[src/inc/psdm_pkg.sv]
/*
  Constants for the pulse speed deviation monitor: register map, field
  positions, reset values and timing counts.
  Assumes a single 40 MHz system clock and a 32-bit APB register bus.
*/
package psdm_pkg;

  // Clock and timing
  localparam logic [63:0] CLOCK_HZ        = 64'h0000_0000_0262_5a00; // 40 MHz
  localparam logic [63:0] MS_PER_S        = 64'h0000_0000_0000_03e8; // 1000
  localparam int          CYCLES_PER_MS   = int'(CLOCK_HZ / MS_PER_S);
  // Numerator of cycles-to-rpm conversion: 60 s per minute times clock rate
  localparam logic [31:0] RPM_NUM         = 32'(64'h3c * CLOCK_HZ);
  localparam logic [63:0] MAX_MEAS_TIME_S = 64'h0a;     // 10 s timeout
  localparam logic [63:0] MON_DELAY_S     = 64'h0a;     // 10 s delay

  // Register byte offsets
  localparam logic [7:0] OFS_CFG   = 8'h00; // Response, edge, monitor config
  localparam logic [7:0] OFS_PPR   = 8'h04; // Pulses per revolution
  localparam logic [7:0] OFS_GEAR  = 8'h08; // Gear factor
  localparam logic [7:0] OFS_MAXT  = 8'h0c; // Max measuring time, ms
  localparam logic [7:0] OFS_DLY   = 8'h10; // Monitor delay, ms
  localparam logic [7:0] OFS_DEV   = 8'h14; // Allowed deviation, rpm
  localparam logic [7:0] OFS_SRC   = 8'h18; // Monitored speed source
  localparam logic [7:0] OFS_STAT  = 8'h1c; // Status, faults write 1 to clear
  localparam logic [7:0] OFS_SPEED = 8'h20; // Measured pulse speed

  // Config field positions
  localparam int CFG_RESP_LSB = 0;  // 3 bits
  localparam int CFG_EDGE_BIT = 4;
  localparam int CFG_MCFG_LSB = 8;  // 2 bits

  // Status field positions
  localparam int STAT_ALARM_LSB = 0;  // 3 bits: low, high, band
  localparam int STAT_FAULT_LSB = 3;  // 3 bits: low, high, band
  localparam int STAT_VIOL_BIT  = 6;
  localparam int STAT_TOUT_BIT  = 7;

  // Field encodings
  localparam logic [1:0] MCFG_SPEED_DEV = 2'h2;  // Deviation plus load failure
  localparam logic [2:0] RESP_OFF       = 3'h0;
  localparam logic [2:0] RESP_LAST_WARN = 3'h3;

  // Reset values
  localparam logic [2:0]  RST_RESP = 3'h0;
  localparam logic        RST_EDGE = 1'b0;
  localparam logic [1:0]  RST_MCFG = 2'h1;
  localparam logic [15:0] RST_PPR  = 16'h0001;
  localparam logic [15:0] RST_GEAR = 16'h0001;
  localparam logic [15:0] RST_MAXT = 16'(MAX_MEAS_TIME_S * MS_PER_S);
  localparam logic [15:0] RST_DLY  = 16'(MON_DELAY_S * MS_PER_S);
  localparam logic [15:0] RST_DEV  = 16'h0096; // 150 rpm
  localparam logic        RST_SRC  = 1'b1;     // Pulse-derived speed

  // Divider width
  localparam int DIV_W = 48;

endpackage : psdm_pkg

[src/logic/psdm_monitor.sv]
/*
  Pulse speed deviation monitor: measures a speed from pulses on a pin,
  scales it, compares it with the motor speed and raises alarms or faults.
  Assumes an APB master on the same clock and a motor speed in rpm that is
  synchronous to this clock; the pulse pin is asynchronous.
*/
`timescale 1ns/100ps
module psdm_monitor
  import psdm_pkg::*;
#(
  parameter int TICK_CYCLES = CYCLES_PER_MS  // Clocks per 1 ms tick
) (
  // Clock and reset
  input  wire logic        clock,
  input  wire logic        reset,
  // APB slave
  input  wire logic        psel,
  input  wire logic        penable,
  input  wire logic        pwrite,
  input  wire logic [7:0]  paddr,
  input  wire logic [31:0] pwdata,
  output logic [31:0]      prdata,
  output logic             pready,
  output logic             pslverr,
  // Pulse transmitter pin, asynchronous
  input  wire logic        pulseIn,
  // Drive speeds, rpm
  input  wire logic [15:0] motorSpeedActual,
  input  wire logic [15:0] altSpeedSource,
  // Results
  output logic [15:0]      measuredPulseSpeed,
  output logic             alarmSpeedLow,
  output logic             alarmSpeedHigh,
  output logic             alarmSpeedOutOfBand,
  output logic             faultSpeedLow,
  output logic             faultSpeedHigh,
  output logic             faultSpeedOutOfBand
);

  // One-hot message index from a response code: low, high, band
  function automatic logic [2:0] respOneHot(input logic [2:0] resp);
    unique case (resp)
      3'h1, 3'h4: respOneHot = 3'b001;
      3'h2, 3'h5: respOneHot = 3'b010;
      3'h3, 3'h6: respOneHot = 3'b100;
      default:    respOneHot = 3'b000;
    endcase
  endfunction : respOneHot

  // Settings
  logic [2:0]  resp_r, resp_nxt;          // monitorResponseSelect
  logic        edge_r, edge_nxt;          // pulseEdgeSelect
  logic [1:0]  mcfg_r, mcfg_nxt;          // monitorConfigSelect
  logic [15:0] ppr_r, ppr_nxt;            // pulsesPerRevolution
  logic [15:0] gear_r, gear_nxt;          // pulseGearFactor
  logic [15:0] maxt_r, maxt_nxt;          // maxMeasureTime, ms
  logic [15:0] dly_r, dly_nxt;            // monitorDelayTime, ms
  logic [15:0] dev_r, dev_nxt;            // allowedSpeedDeviation, rpm
  logic        src_r, src_nxt;            // monitoredSpeedSource
  // Bus answer
  logic [31:0] rdata_r, rdata_nxt;
  logic        err_r, err_nxt;
  // Pin synchroniser and edge history
  logic        sync1_r, sync2_r, sync3_r;
  // Measurement
  logic [31:0] tickCnt_r, tickCnt_nxt;    // Millisecond prescaler
  logic [31:0] ival_r, ival_nxt;          // Cycles since last edge
  logic [15:0] msSince_r, msSince_nxt;    // Ms since last edge
  logic        havePrev_r, havePrev_nxt;  // Interval start is known
  logic        tout_r, tout_nxt;          // Timed out, speed forced zero
  logic [15:0] speed_r, speed_nxt;        // measuredPulseSpeed
  // Monitoring
  logic [15:0] violMs_r, violMs_nxt;      // Violation duration, ms
  logic [2:0]  alarm_r, alarm_nxt;
  logic [2:0]  fault_r, fault_nxt;
  // Combinational helpers
  logic            tick, pulseEdge, divStart, divBusy, divDone;
  logic [DIV_W-1:0] divNum, divDen, divQuot;
  logic [15:0]     monSpeed;
  logic [16:0]     monPlusDev, motPlusDev;
  logic            belowBand, aboveBand, enabled, viol, expired;
  logic [2:0]      respHot, faultClr;
  logic            wrEn, rdSetup;

  // APB decode: zero wait states, read data captured in the setup cycle, write data in the access cycle
  assign pready  = 1'b1;
  assign wrEn    = psel && penable && pwrite;
  assign rdSetup = psel && !penable;
  assign prdata  = rdata_r;
  assign pslverr = err_r;
  assign faultClr = (wrEn && paddr == OFS_STAT) ? pwdata[STAT_FAULT_LSB +: 3] : 3'b000;

  // Register writes and read mux
  always_comb begin
    {resp_nxt, edge_nxt, mcfg_nxt} = {resp_r, edge_r, mcfg_r};
    {ppr_nxt, gear_nxt, maxt_nxt}  = {ppr_r, gear_r, maxt_r};
    {dly_nxt, dev_nxt, src_nxt}    = {dly_r, dev_r, src_r};
    rdata_nxt = rdata_r;
    err_nxt   = err_r;
    if (wrEn) begin
      unique case (paddr)
        OFS_CFG: begin
          resp_nxt = pwdata[CFG_RESP_LSB +: 3];
          edge_nxt = pwdata[CFG_EDGE_BIT];
          mcfg_nxt = pwdata[CFG_MCFG_LSB +: 2];
        end
        OFS_PPR:  ppr_nxt  = pwdata[15:0];
        OFS_GEAR: gear_nxt = pwdata[15:0];
        OFS_MAXT: maxt_nxt = pwdata[15:0];
        OFS_DLY:  dly_nxt  = pwdata[15:0];
        OFS_DEV:  dev_nxt  = pwdata[15:0];
        OFS_SRC:  src_nxt  = pwdata[0];
        default: ;  // Status clears faults, speed is read only
      endcase
    end
    if (rdSetup) begin
      rdata_nxt = 32'h0;
      err_nxt   = 1'b0;
      unique case (paddr)
        OFS_CFG: begin
          rdata_nxt[CFG_RESP_LSB +: 3] = resp_r;
          rdata_nxt[CFG_EDGE_BIT]      = edge_r;
          rdata_nxt[CFG_MCFG_LSB +: 2] = mcfg_r;
        end
        OFS_PPR:   rdata_nxt[15:0] = ppr_r;
        OFS_GEAR:  rdata_nxt[15:0] = gear_r;
        OFS_MAXT:  rdata_nxt[15:0] = maxt_r;
        OFS_DLY:   rdata_nxt[15:0] = dly_r;
        OFS_DEV:   rdata_nxt[15:0] = dev_r;
        OFS_SRC:   rdata_nxt[0]    = src_r;
        OFS_STAT: begin
          rdata_nxt[STAT_ALARM_LSB +: 3] = alarm_r;
          rdata_nxt[STAT_FAULT_LSB +: 3] = fault_r;
          rdata_nxt[STAT_VIOL_BIT]       = viol;
          rdata_nxt[STAT_TOUT_BIT]       = tout_r;
        end
        OFS_SPEED: rdata_nxt[15:0] = speed_r;
        default:   err_nxt = 1'b1;  // Unmapped: error, reads zero
      endcase
    end
  end

  // Register file and bus answer
  always_ff @(posedge clock) begin
    if (reset) begin
      {resp_r, edge_r, mcfg_r} <= {RST_RESP, RST_EDGE, RST_MCFG};
      {ppr_r, gear_r, maxt_r}  <= {RST_PPR, RST_GEAR, RST_MAXT};
      {dly_r, dev_r, src_r}    <= {RST_DLY, RST_DEV, RST_SRC};
      rdata_r <= 32'h0;
      err_r   <= 1'b0;
    end else begin
      {resp_r, edge_r, mcfg_r} <= {resp_nxt, edge_nxt, mcfg_nxt};
      {ppr_r, gear_r, maxt_r}  <= {ppr_nxt, gear_nxt, maxt_nxt};
      {dly_r, dev_r, src_r}    <= {dly_nxt, dev_nxt, src_nxt};
      rdata_r <= rdata_nxt;
      err_r   <= err_nxt;
    end
  end

  // Two-flop synchroniser, third flop only keeps edge history
  always_ff @(posedge clock) begin
    if (reset) begin
      sync1_r <= 1'b0;
      sync2_r <= 1'b0;
      sync3_r <= 1'b0;
    end else begin
      sync1_r <= pulseIn;
      sync2_r <= sync1_r;
      sync3_r <= sync2_r;
    end
  end

  // Counted edge per edge select
  assign pulseEdge = edge_r ? (sync3_r && !sync2_r) : (sync2_r && !sync3_r);
  assign tick      = (tickCnt_r == 32'(TICK_CYCLES - 1));

  // Rpm = 60 * fclk * gear / (interval * pulses); zero pulses act as one
  assign divNum   = DIV_W'(RPM_NUM) * DIV_W'(gear_r);
  assign divDen   = DIV_W'(ival_r) * DIV_W'((ppr_r == 16'h0) ? 16'h1 : ppr_r);
  // A pulse while the divider runs starts no division, only a new interval; 32 kHz leaves ample margin
  assign divStart = pulseEdge && havePrev_r && !tout_r && !divBusy;

  psdm_divider #(.W(DIV_W)) u_psdm_divider (
    .clock    (clock),
    .reset    (reset),
    .start    (divStart),
    .dividend (divNum),
    .divisor  (divDen),
    .busy     (divBusy),
    .done     (divDone),
    .quotient (divQuot)
  );

  // Measurement next state: edge wins over a timeout in the same cycle
  always_comb begin
    tickCnt_nxt  = tick ? 32'h0 : tickCnt_r + 32'h1;
    ival_nxt     = (ival_r == 32'hffff_ffff) ? ival_r : ival_r + 32'h1;
    msSince_nxt  = (tick && msSince_r != 16'hffff) ? msSince_r + 16'h1 : msSince_r;
    havePrev_nxt = havePrev_r;
    tout_nxt     = tout_r;
    speed_nxt    = speed_r;
    if (divDone && !tout_r) begin
      // Saturate to the 16-bit speed range
      speed_nxt = (divQuot[DIV_W-1:16] != '0) ? 16'hffff : divQuot[15:0];
    end
    if (pulseEdge) begin
      ival_nxt     = 32'h1;
      msSince_nxt  = 16'h0;
      havePrev_nxt = 1'b1;
      tout_nxt     = 1'b0;
    end else if (!tout_r && msSince_r >= maxt_r) begin
      tout_nxt     = 1'b1;
      speed_nxt    = 16'h0;
      havePrev_nxt = 1'b0;  // Stale interval is discarded
    end
  end

  // Measurement registers
  always_ff @(posedge clock) begin
    if (reset) begin
      tickCnt_r  <= 32'h0;
      ival_r     <= 32'h0;
      msSince_r  <= 16'h0;
      havePrev_r <= 1'b0;
      tout_r     <= 1'b0;
      speed_r    <= 16'h0;
    end else begin
      tickCnt_r  <= tickCnt_nxt;
      ival_r     <= ival_nxt;
      msSince_r  <= msSince_nxt;
      havePrev_r <= havePrev_nxt;
      tout_r     <= tout_nxt;
      speed_r    <= speed_nxt;
    end
  end

  // Band check against the motor speed, widened to avoid overflow
  assign monSpeed   = src_r ? speed_r : altSpeedSource;
  assign monPlusDev = {1'b0, monSpeed} + {1'b0, dev_r};
  assign motPlusDev = {1'b0, motorSpeedActual} + {1'b0, dev_r};
  assign belowBand  = monPlusDev < {1'b0, motorSpeedActual};
  assign aboveBand  = {1'b0, monSpeed} > motPlusDev;
  assign enabled    = (mcfg_r == MCFG_SPEED_DEV) && (resp_r != RESP_OFF);
  assign respHot    = respOneHot(resp_r);
  assign viol       = enabled && ((respHot[0] && belowBand) || (respHot[1] && aboveBand)
                      || (respHot[2] && (belowBand || aboveBand)));
  assign expired    = viol && (violMs_r >= dly_r);

  // Monitoring next state; a fault set wins over its clear
  always_comb begin
    violMs_nxt = violMs_r;
    if (!viol) begin
      violMs_nxt = 16'h0;
    end else if (tick && !expired) begin
      violMs_nxt = violMs_r + 16'h1;
    end
    alarm_nxt = (expired && resp_r <= RESP_LAST_WARN) ? respHot : 3'b000;
    fault_nxt = (fault_r & ~faultClr)
              | ((expired && resp_r > RESP_LAST_WARN) ? respHot : 3'b000);
  end

  // Monitoring registers
  always_ff @(posedge clock) begin
    if (reset) begin
      violMs_r <= 16'h0;
      alarm_r  <= 3'b000;
      fault_r  <= 3'b000;
    end else begin
      violMs_r <= violMs_nxt;
      alarm_r  <= alarm_nxt;
      fault_r  <= fault_nxt;
    end
  end

  // Outputs straight from flip-flops
  assign measuredPulseSpeed  = speed_r;
  assign alarmSpeedLow       = alarm_r[0];
  assign alarmSpeedHigh      = alarm_r[1];
  assign alarmSpeedOutOfBand = alarm_r[2];
  assign faultSpeedLow       = fault_r[0];
  assign faultSpeedHigh      = fault_r[1];
  assign faultSpeedOutOfBand = fault_r[2];
endmodule : psdm_monitor

[src/logic/psdm_divider.sv]
/*
  Sequential restoring divider, one quotient bit per clock.
  Assumes start is a one-cycle pulse given only while busy is low and a
  non-zero divisor; a zero divisor yields an all-ones quotient.
*/
`timescale 1ns/100ps
module psdm_divider
  import psdm_pkg::*;
#(
  parameter int W = DIV_W
) (
  // Clock and reset
  input  wire logic         clock,
  input  wire logic         reset,
  // Request
  input  wire logic         start,
  input  wire logic [W-1:0] dividend,
  input  wire logic [W-1:0] divisor,
  // Answer
  output logic              busy,
  output logic              done,
  output logic [W-1:0]      quotient
);

  logic [W-1:0]         quot_r, quot_nxt;   // Dividend shifts out, quotient in
  logic [W:0]           rem_r, rem_nxt;     // Partial remainder
  logic [W-1:0]         den_r, den_nxt;     // Latched divisor
  logic [$clog2(W):0]   cnt_r, cnt_nxt;     // Bits left
  logic                 done_r, done_nxt;   // Finish pulse
  logic [W:0]           trial;              // Shifted remainder

  // Next state: one shift-subtract step per cycle
  always_comb begin
    quot_nxt = quot_r;
    rem_nxt  = rem_r;
    den_nxt  = den_r;
    cnt_nxt  = cnt_r;
    done_nxt = 1'b0;
    trial    = {rem_r[W-1:0], quot_r[W-1]};
    if (start && cnt_r == '0) begin
      quot_nxt = dividend;
      rem_nxt  = '0;
      den_nxt  = divisor;
      cnt_nxt  = ($clog2(W)+1)'(W);
    end else if (cnt_r != '0) begin
      // Compare against divisor, keep the remainder if it fits
      if (trial >= {1'b0, den_r}) begin
        rem_nxt  = trial - {1'b0, den_r};
        quot_nxt = {quot_r[W-2:0], 1'b1};
      end else begin
        rem_nxt  = trial;
        quot_nxt = {quot_r[W-2:0], 1'b0};
      end
      cnt_nxt  = cnt_r - 1'b1;
      done_nxt = (cnt_r == 1);
    end
  end

  // State registers
  always_ff @(posedge clock) begin
    if (reset) begin
      quot_r <= '0;
      rem_r  <= '0;
      den_r  <= '0;
      cnt_r  <= '0;
      done_r <= 1'b0;
    end else begin
      quot_r <= quot_nxt;
      rem_r  <= rem_nxt;
      den_r  <= den_nxt;
      cnt_r  <= cnt_nxt;
      done_r <= done_nxt;
    end
  end

  assign busy     = (cnt_r != '0);
  assign done     = done_r;
  assign quotient = quot_r;

endmodule : psdm_divider

[config.mk]
export PLATFORM = sky130hd
export DESIGN_NAME = psdm_monitor
export DESIGN_NICKNAME = d
export VERILOG_FILES = /design/src/inc/psdm_pkg.sv /design/src/logic/psdm_monitor.sv /design/src/logic/psdm_divider.sv
export SDC_FILE = /design/constraint.sdc
export NUM_CORES = 2
export LEC_CHECK = 0
export BUFFER_PORTS_ARGS = -buffer_cell sky130_fd_sc_hd__buf_2
export CORE_MARGIN = 5
export CORE_UTILIZATION = 60
export CTS_BUF_LIST = sky130_fd_sc_hd__clkbuf_8
export DETAILED_ROUTE_END_ITERATION = 7
export HOLD_SLACK_MARGIN = 0.15
export PLACE_DENSITY = 0.84
export SETUP_SLACK_MARGIN = 0.4
export SYNTH_ARGS = -nofsm -noshare
export SYNTH_HDL_FRONTEND = slang
export SYNTH_SLANG_ARGS = --single-unit
[constraint.sdc]
create_clock -name clock -period 5.9 [get_ports clock]
set_input_delay 1.77 -clock clock [delete_from_list [all_inputs] [get_ports clock]]
set_output_delay 1.77 -clock clock [all_outputs]
set_load 0.01 [all_outputs]
==> metrics <==
vias in the first global route=between 30k and 40k; Post-Synth XOR/XNOR Area=0.0410; average wire per standard cell=21.1 um; 1st-pass router iterations=8; Finished Cell Area=50,600 um2; Synth Area in Simple Gates=0.177; mux cell area share after synthesis=0.00773; CTS buffer count=68; Clock Path Buffers=3; Die W=277 um; failing checks=design-rule violations, negative setup slack; Tcrit/Tclk final=1.14; Skew-Pair Late Insertion Delay=0.69 ns; CP max stage delay=roughly 0.64 ns; area grow syn2layout=18.5%; Final HPWL DP=93,300 um; Pins Over Slew Limit=0; full die area=76,600 um2; Fin Hold WS=around 0.46 ns; global-route wire length before repair=201,000 um; initial antenna violation count=7; DRT antenna net count=0; row cnt=just under 100; final wirelength=roughly 140,000 um; asr flop ratio synth=0; RSZ-0062 raised after global routing=yes; largest net degree at the start of global routing=89; HP Class=reg -> reg; dpl ws=-1.15 ns; Final nets=6,471; Crit path max-delay family=adder cells; clock-pin slew on the worst setup and hold paths=around 0.07 ns; Pwr Density=between 150 and 200 nW/um2; # clock sinks=379; Main synth FF type=dfxtp_1; synth warn=0; vias=40.3k; min cycle time layout=roughly 6.7 ns; setup ws final=-0.821 ns; highest-delay cell along the critical path=fa_2; post-DR vias/cell=~6.2; crit path launch type=flop; Seq cells post-synth=379; largest family of logic cells by synthesized area=adder cells; Worst Max-Slew Pin Slew=1.20 ns; Worst IR Drop VDD=243 uV; Synth Instances=5,102; GRT overflow=0; fraction of the mapped netlist area in adder cells=0.362; outcome=finished, violations left; Synth Area in Compound Gates=0.147; CP most frequent cell=fa_1; worst endpoint required time=6.41 ns; Syn Std Cell Area=approximately 43,000 um2; Initial Utilization=0.608; Power Total=approximately 0.01 W; Crit Path Class=reg -> reg; Fill cells=about 4.6k; # H-tree levels=3; achievable frequency=0.149 GHz; # setup viols final=32; Syn Area/Cell=8.37 um2; I/O pin count=134; relative slew slack=0.198; CTS root buffer=clkbuf_8; number of DRC markers in iteration 0=4,640; die height=277 um; core area=70,300 um2; Static Leak=23.8 nW; final hold violation count=0; Max Cap Viol=0; Cell Chain, Critical Path=buf_4, nand2_1, fa_1, inv_1, fa_1, fa_1, fa_1, fa_1, fa_2, ha_4, and4_4, nor4b_4, buf_4, a211oi_2, buf_4, a211oi_4, or3_4, a31o_4, a21oi_4, o21bai_1, xnor2_1, o22ai_1; post-synthesis sequential area ratio=0.178; drt drc=5; CP Capture Type=flop; clk_skew=0.0436 ns; area of placed instances=46,700 um2; Unique masters post-synth=between 80 and 90; CTS Hold Bufs=0; gpl congestion=around 0.97; EDFF count, synth=0; CP arrival=7.23 ns; share of cells above drive strength 1=0.186; Buf/Inv on CP=4; I/O Buffers=100; CP max FO=5; gr usage total=0.318; TritonCTS clock tree=done
## area by class of cell
cell class                      instances  area, um2  share of cell area
Clock buffer                           87       1200              0.0237
Tap cell                              940       1180              0.0232
Timing Repair Buffer                  556       4660              0.0920
Clock inverter                         37        273             0.00539
Multi-Input combinational cell       3763      33000               0.653
Antenna cell                            7       17.5            0.000346
Inverter                              691       2590              0.0512
Sequential cell                       379       7660               0.151
## power breakdown
part	internal, W	switching, W
Clock	0.00144	0.00129
Combinational	0.00163	0.00240
Sequential	0.00282	0.000267
Total	0.00589	0.00396
## repair_timing
item / in CTS / in global routing
pin swaps: 64 / 174
gates cloned: 2 / 4
setup buffers: 27 / 56
setup endpoints to repair: 63 / 75
resized for setup: 144 / 263
hold endpoints to repair: 0 / 0
## final timing paths
| kind | startpoint | end | slack, ns | cells after the start |
|---|---|---|---|---|
| max | ival_r[5]$_SDFFE_PP0P_ | u_psdm_divider.den_r[40]$_SDFFE_PP0P_ | -0.82 | 22 |
| min | u_psdm_divider.den_r[9]$_SDFFE_PP0P_ | u_psdm_divider.den_r[9]$_SDFFE_PP0P_ | 0.46 | 2 |
| max reg2reg | ival_r[5]$_SDFFE_PP0P_ | u_psdm_divider.den_r[40]$_SDFFE_PP0P_ | -0.82 | 22 |
| min reg2reg | u_psdm_divider.den_r[9]$_SDFFE_PP0P_ | u_psdm_divider.den_r[9]$_SDFFE_PP0P_ | 0.46 | 2 |
## Yosys cell counts, types with 27 or more instances
cell type  number  area [um2]
inv_1         690        2590
a21o_1        116         871
dfxtp_1       379        7590
nand2b_1       27         169
a211oi_1       57         428
ha_1          430        5380
o211ai_1       39         293
xnor2_1       118        1030
xor2_1         82         718
fa_1          504       10100
a21oi_1       326        1630
and2_1        225        1410
a221oi_1       28         245
and3_1         30         188
nor3_1         58         290
nand2_1       728        2730
clkbuf_1      239         897
o21ai_0       158         791
nand4_1        48         300
nand3_1        99         495
nor2_1        267        1000
## cell usage in the layout, fill, tap and decap left out, types with 130 or more instances in the layout
cell type	instances
ha_1	392
and2_1	213
inv_1	686
fa_1	484
o21ai_0	130
dfxtp_1	344
buf_4	364
nand2_1	710
a21oi_1	279
nor2_1	258
## per-stage QoR
step	setup TNS, ns	util	cells
after global placement	-18.09	0.665	6240
after floorplan	-0.638	-	5117
after global routing	-20.23	0.720	6456
after detailed placement	-23.16	0.665	6240
after CTS	-10.00	0.697	6393
final	-16.44	0.720	6460
## routing by layer
metal	share of wire	track usage	vias up
met5	0.00031	0	-
met4	0.073	0.164	6
met1	0.36	0.402	19251
li1	-	-	17541
met2	0.45	0.514	2675
met3	0.11	0.0718	841
## cells by family (layout without fill, tap and decap cells)
family | after synthesis | in the layout
multiplexers | 31 | 31
XOR/XNOR | 200 | 200
flip-flops | 379 | 379
other | 2 | 24
AND/OR/NAND/NOR | 1619 | 1619
adder cells (fa/ha/maj) | 934 | 934
buffers and inverters | 976 | 1371
AO/OA/AOI/OAI | 961 | 962
## sequential cells by signal, summed over array words and instances, names as in the netlist, 7 cells and up
signal / flops
prdata: 16
dly_r: 16
u_psdm_divider.quotient: 48
msSince_r: 16
ppr_r: 16
ival_r: 32
measuredPulseSpeed: 16
dev_r: 16
u_psdm_divider.cnt_r: 7
u_psdm_divider.rem_r: 48
gear_r: 16
tickCnt_r: 32
maxt_r: 16
violMs_r: 16
u_psdm_divider.den_r: 48
## worst min-delay path, delay by kind of cell, from the launching register on
| kind | cells | cell delay (ns) |
|---|---|---|
| DFF | 1 | 0.31 |
| AOI/OAI and AO/OA | 1 | 0.05 |
| and+or+nand+nor | 1 | 0.05 |
No activity file was read; power rests on OpenSTA's default activity.
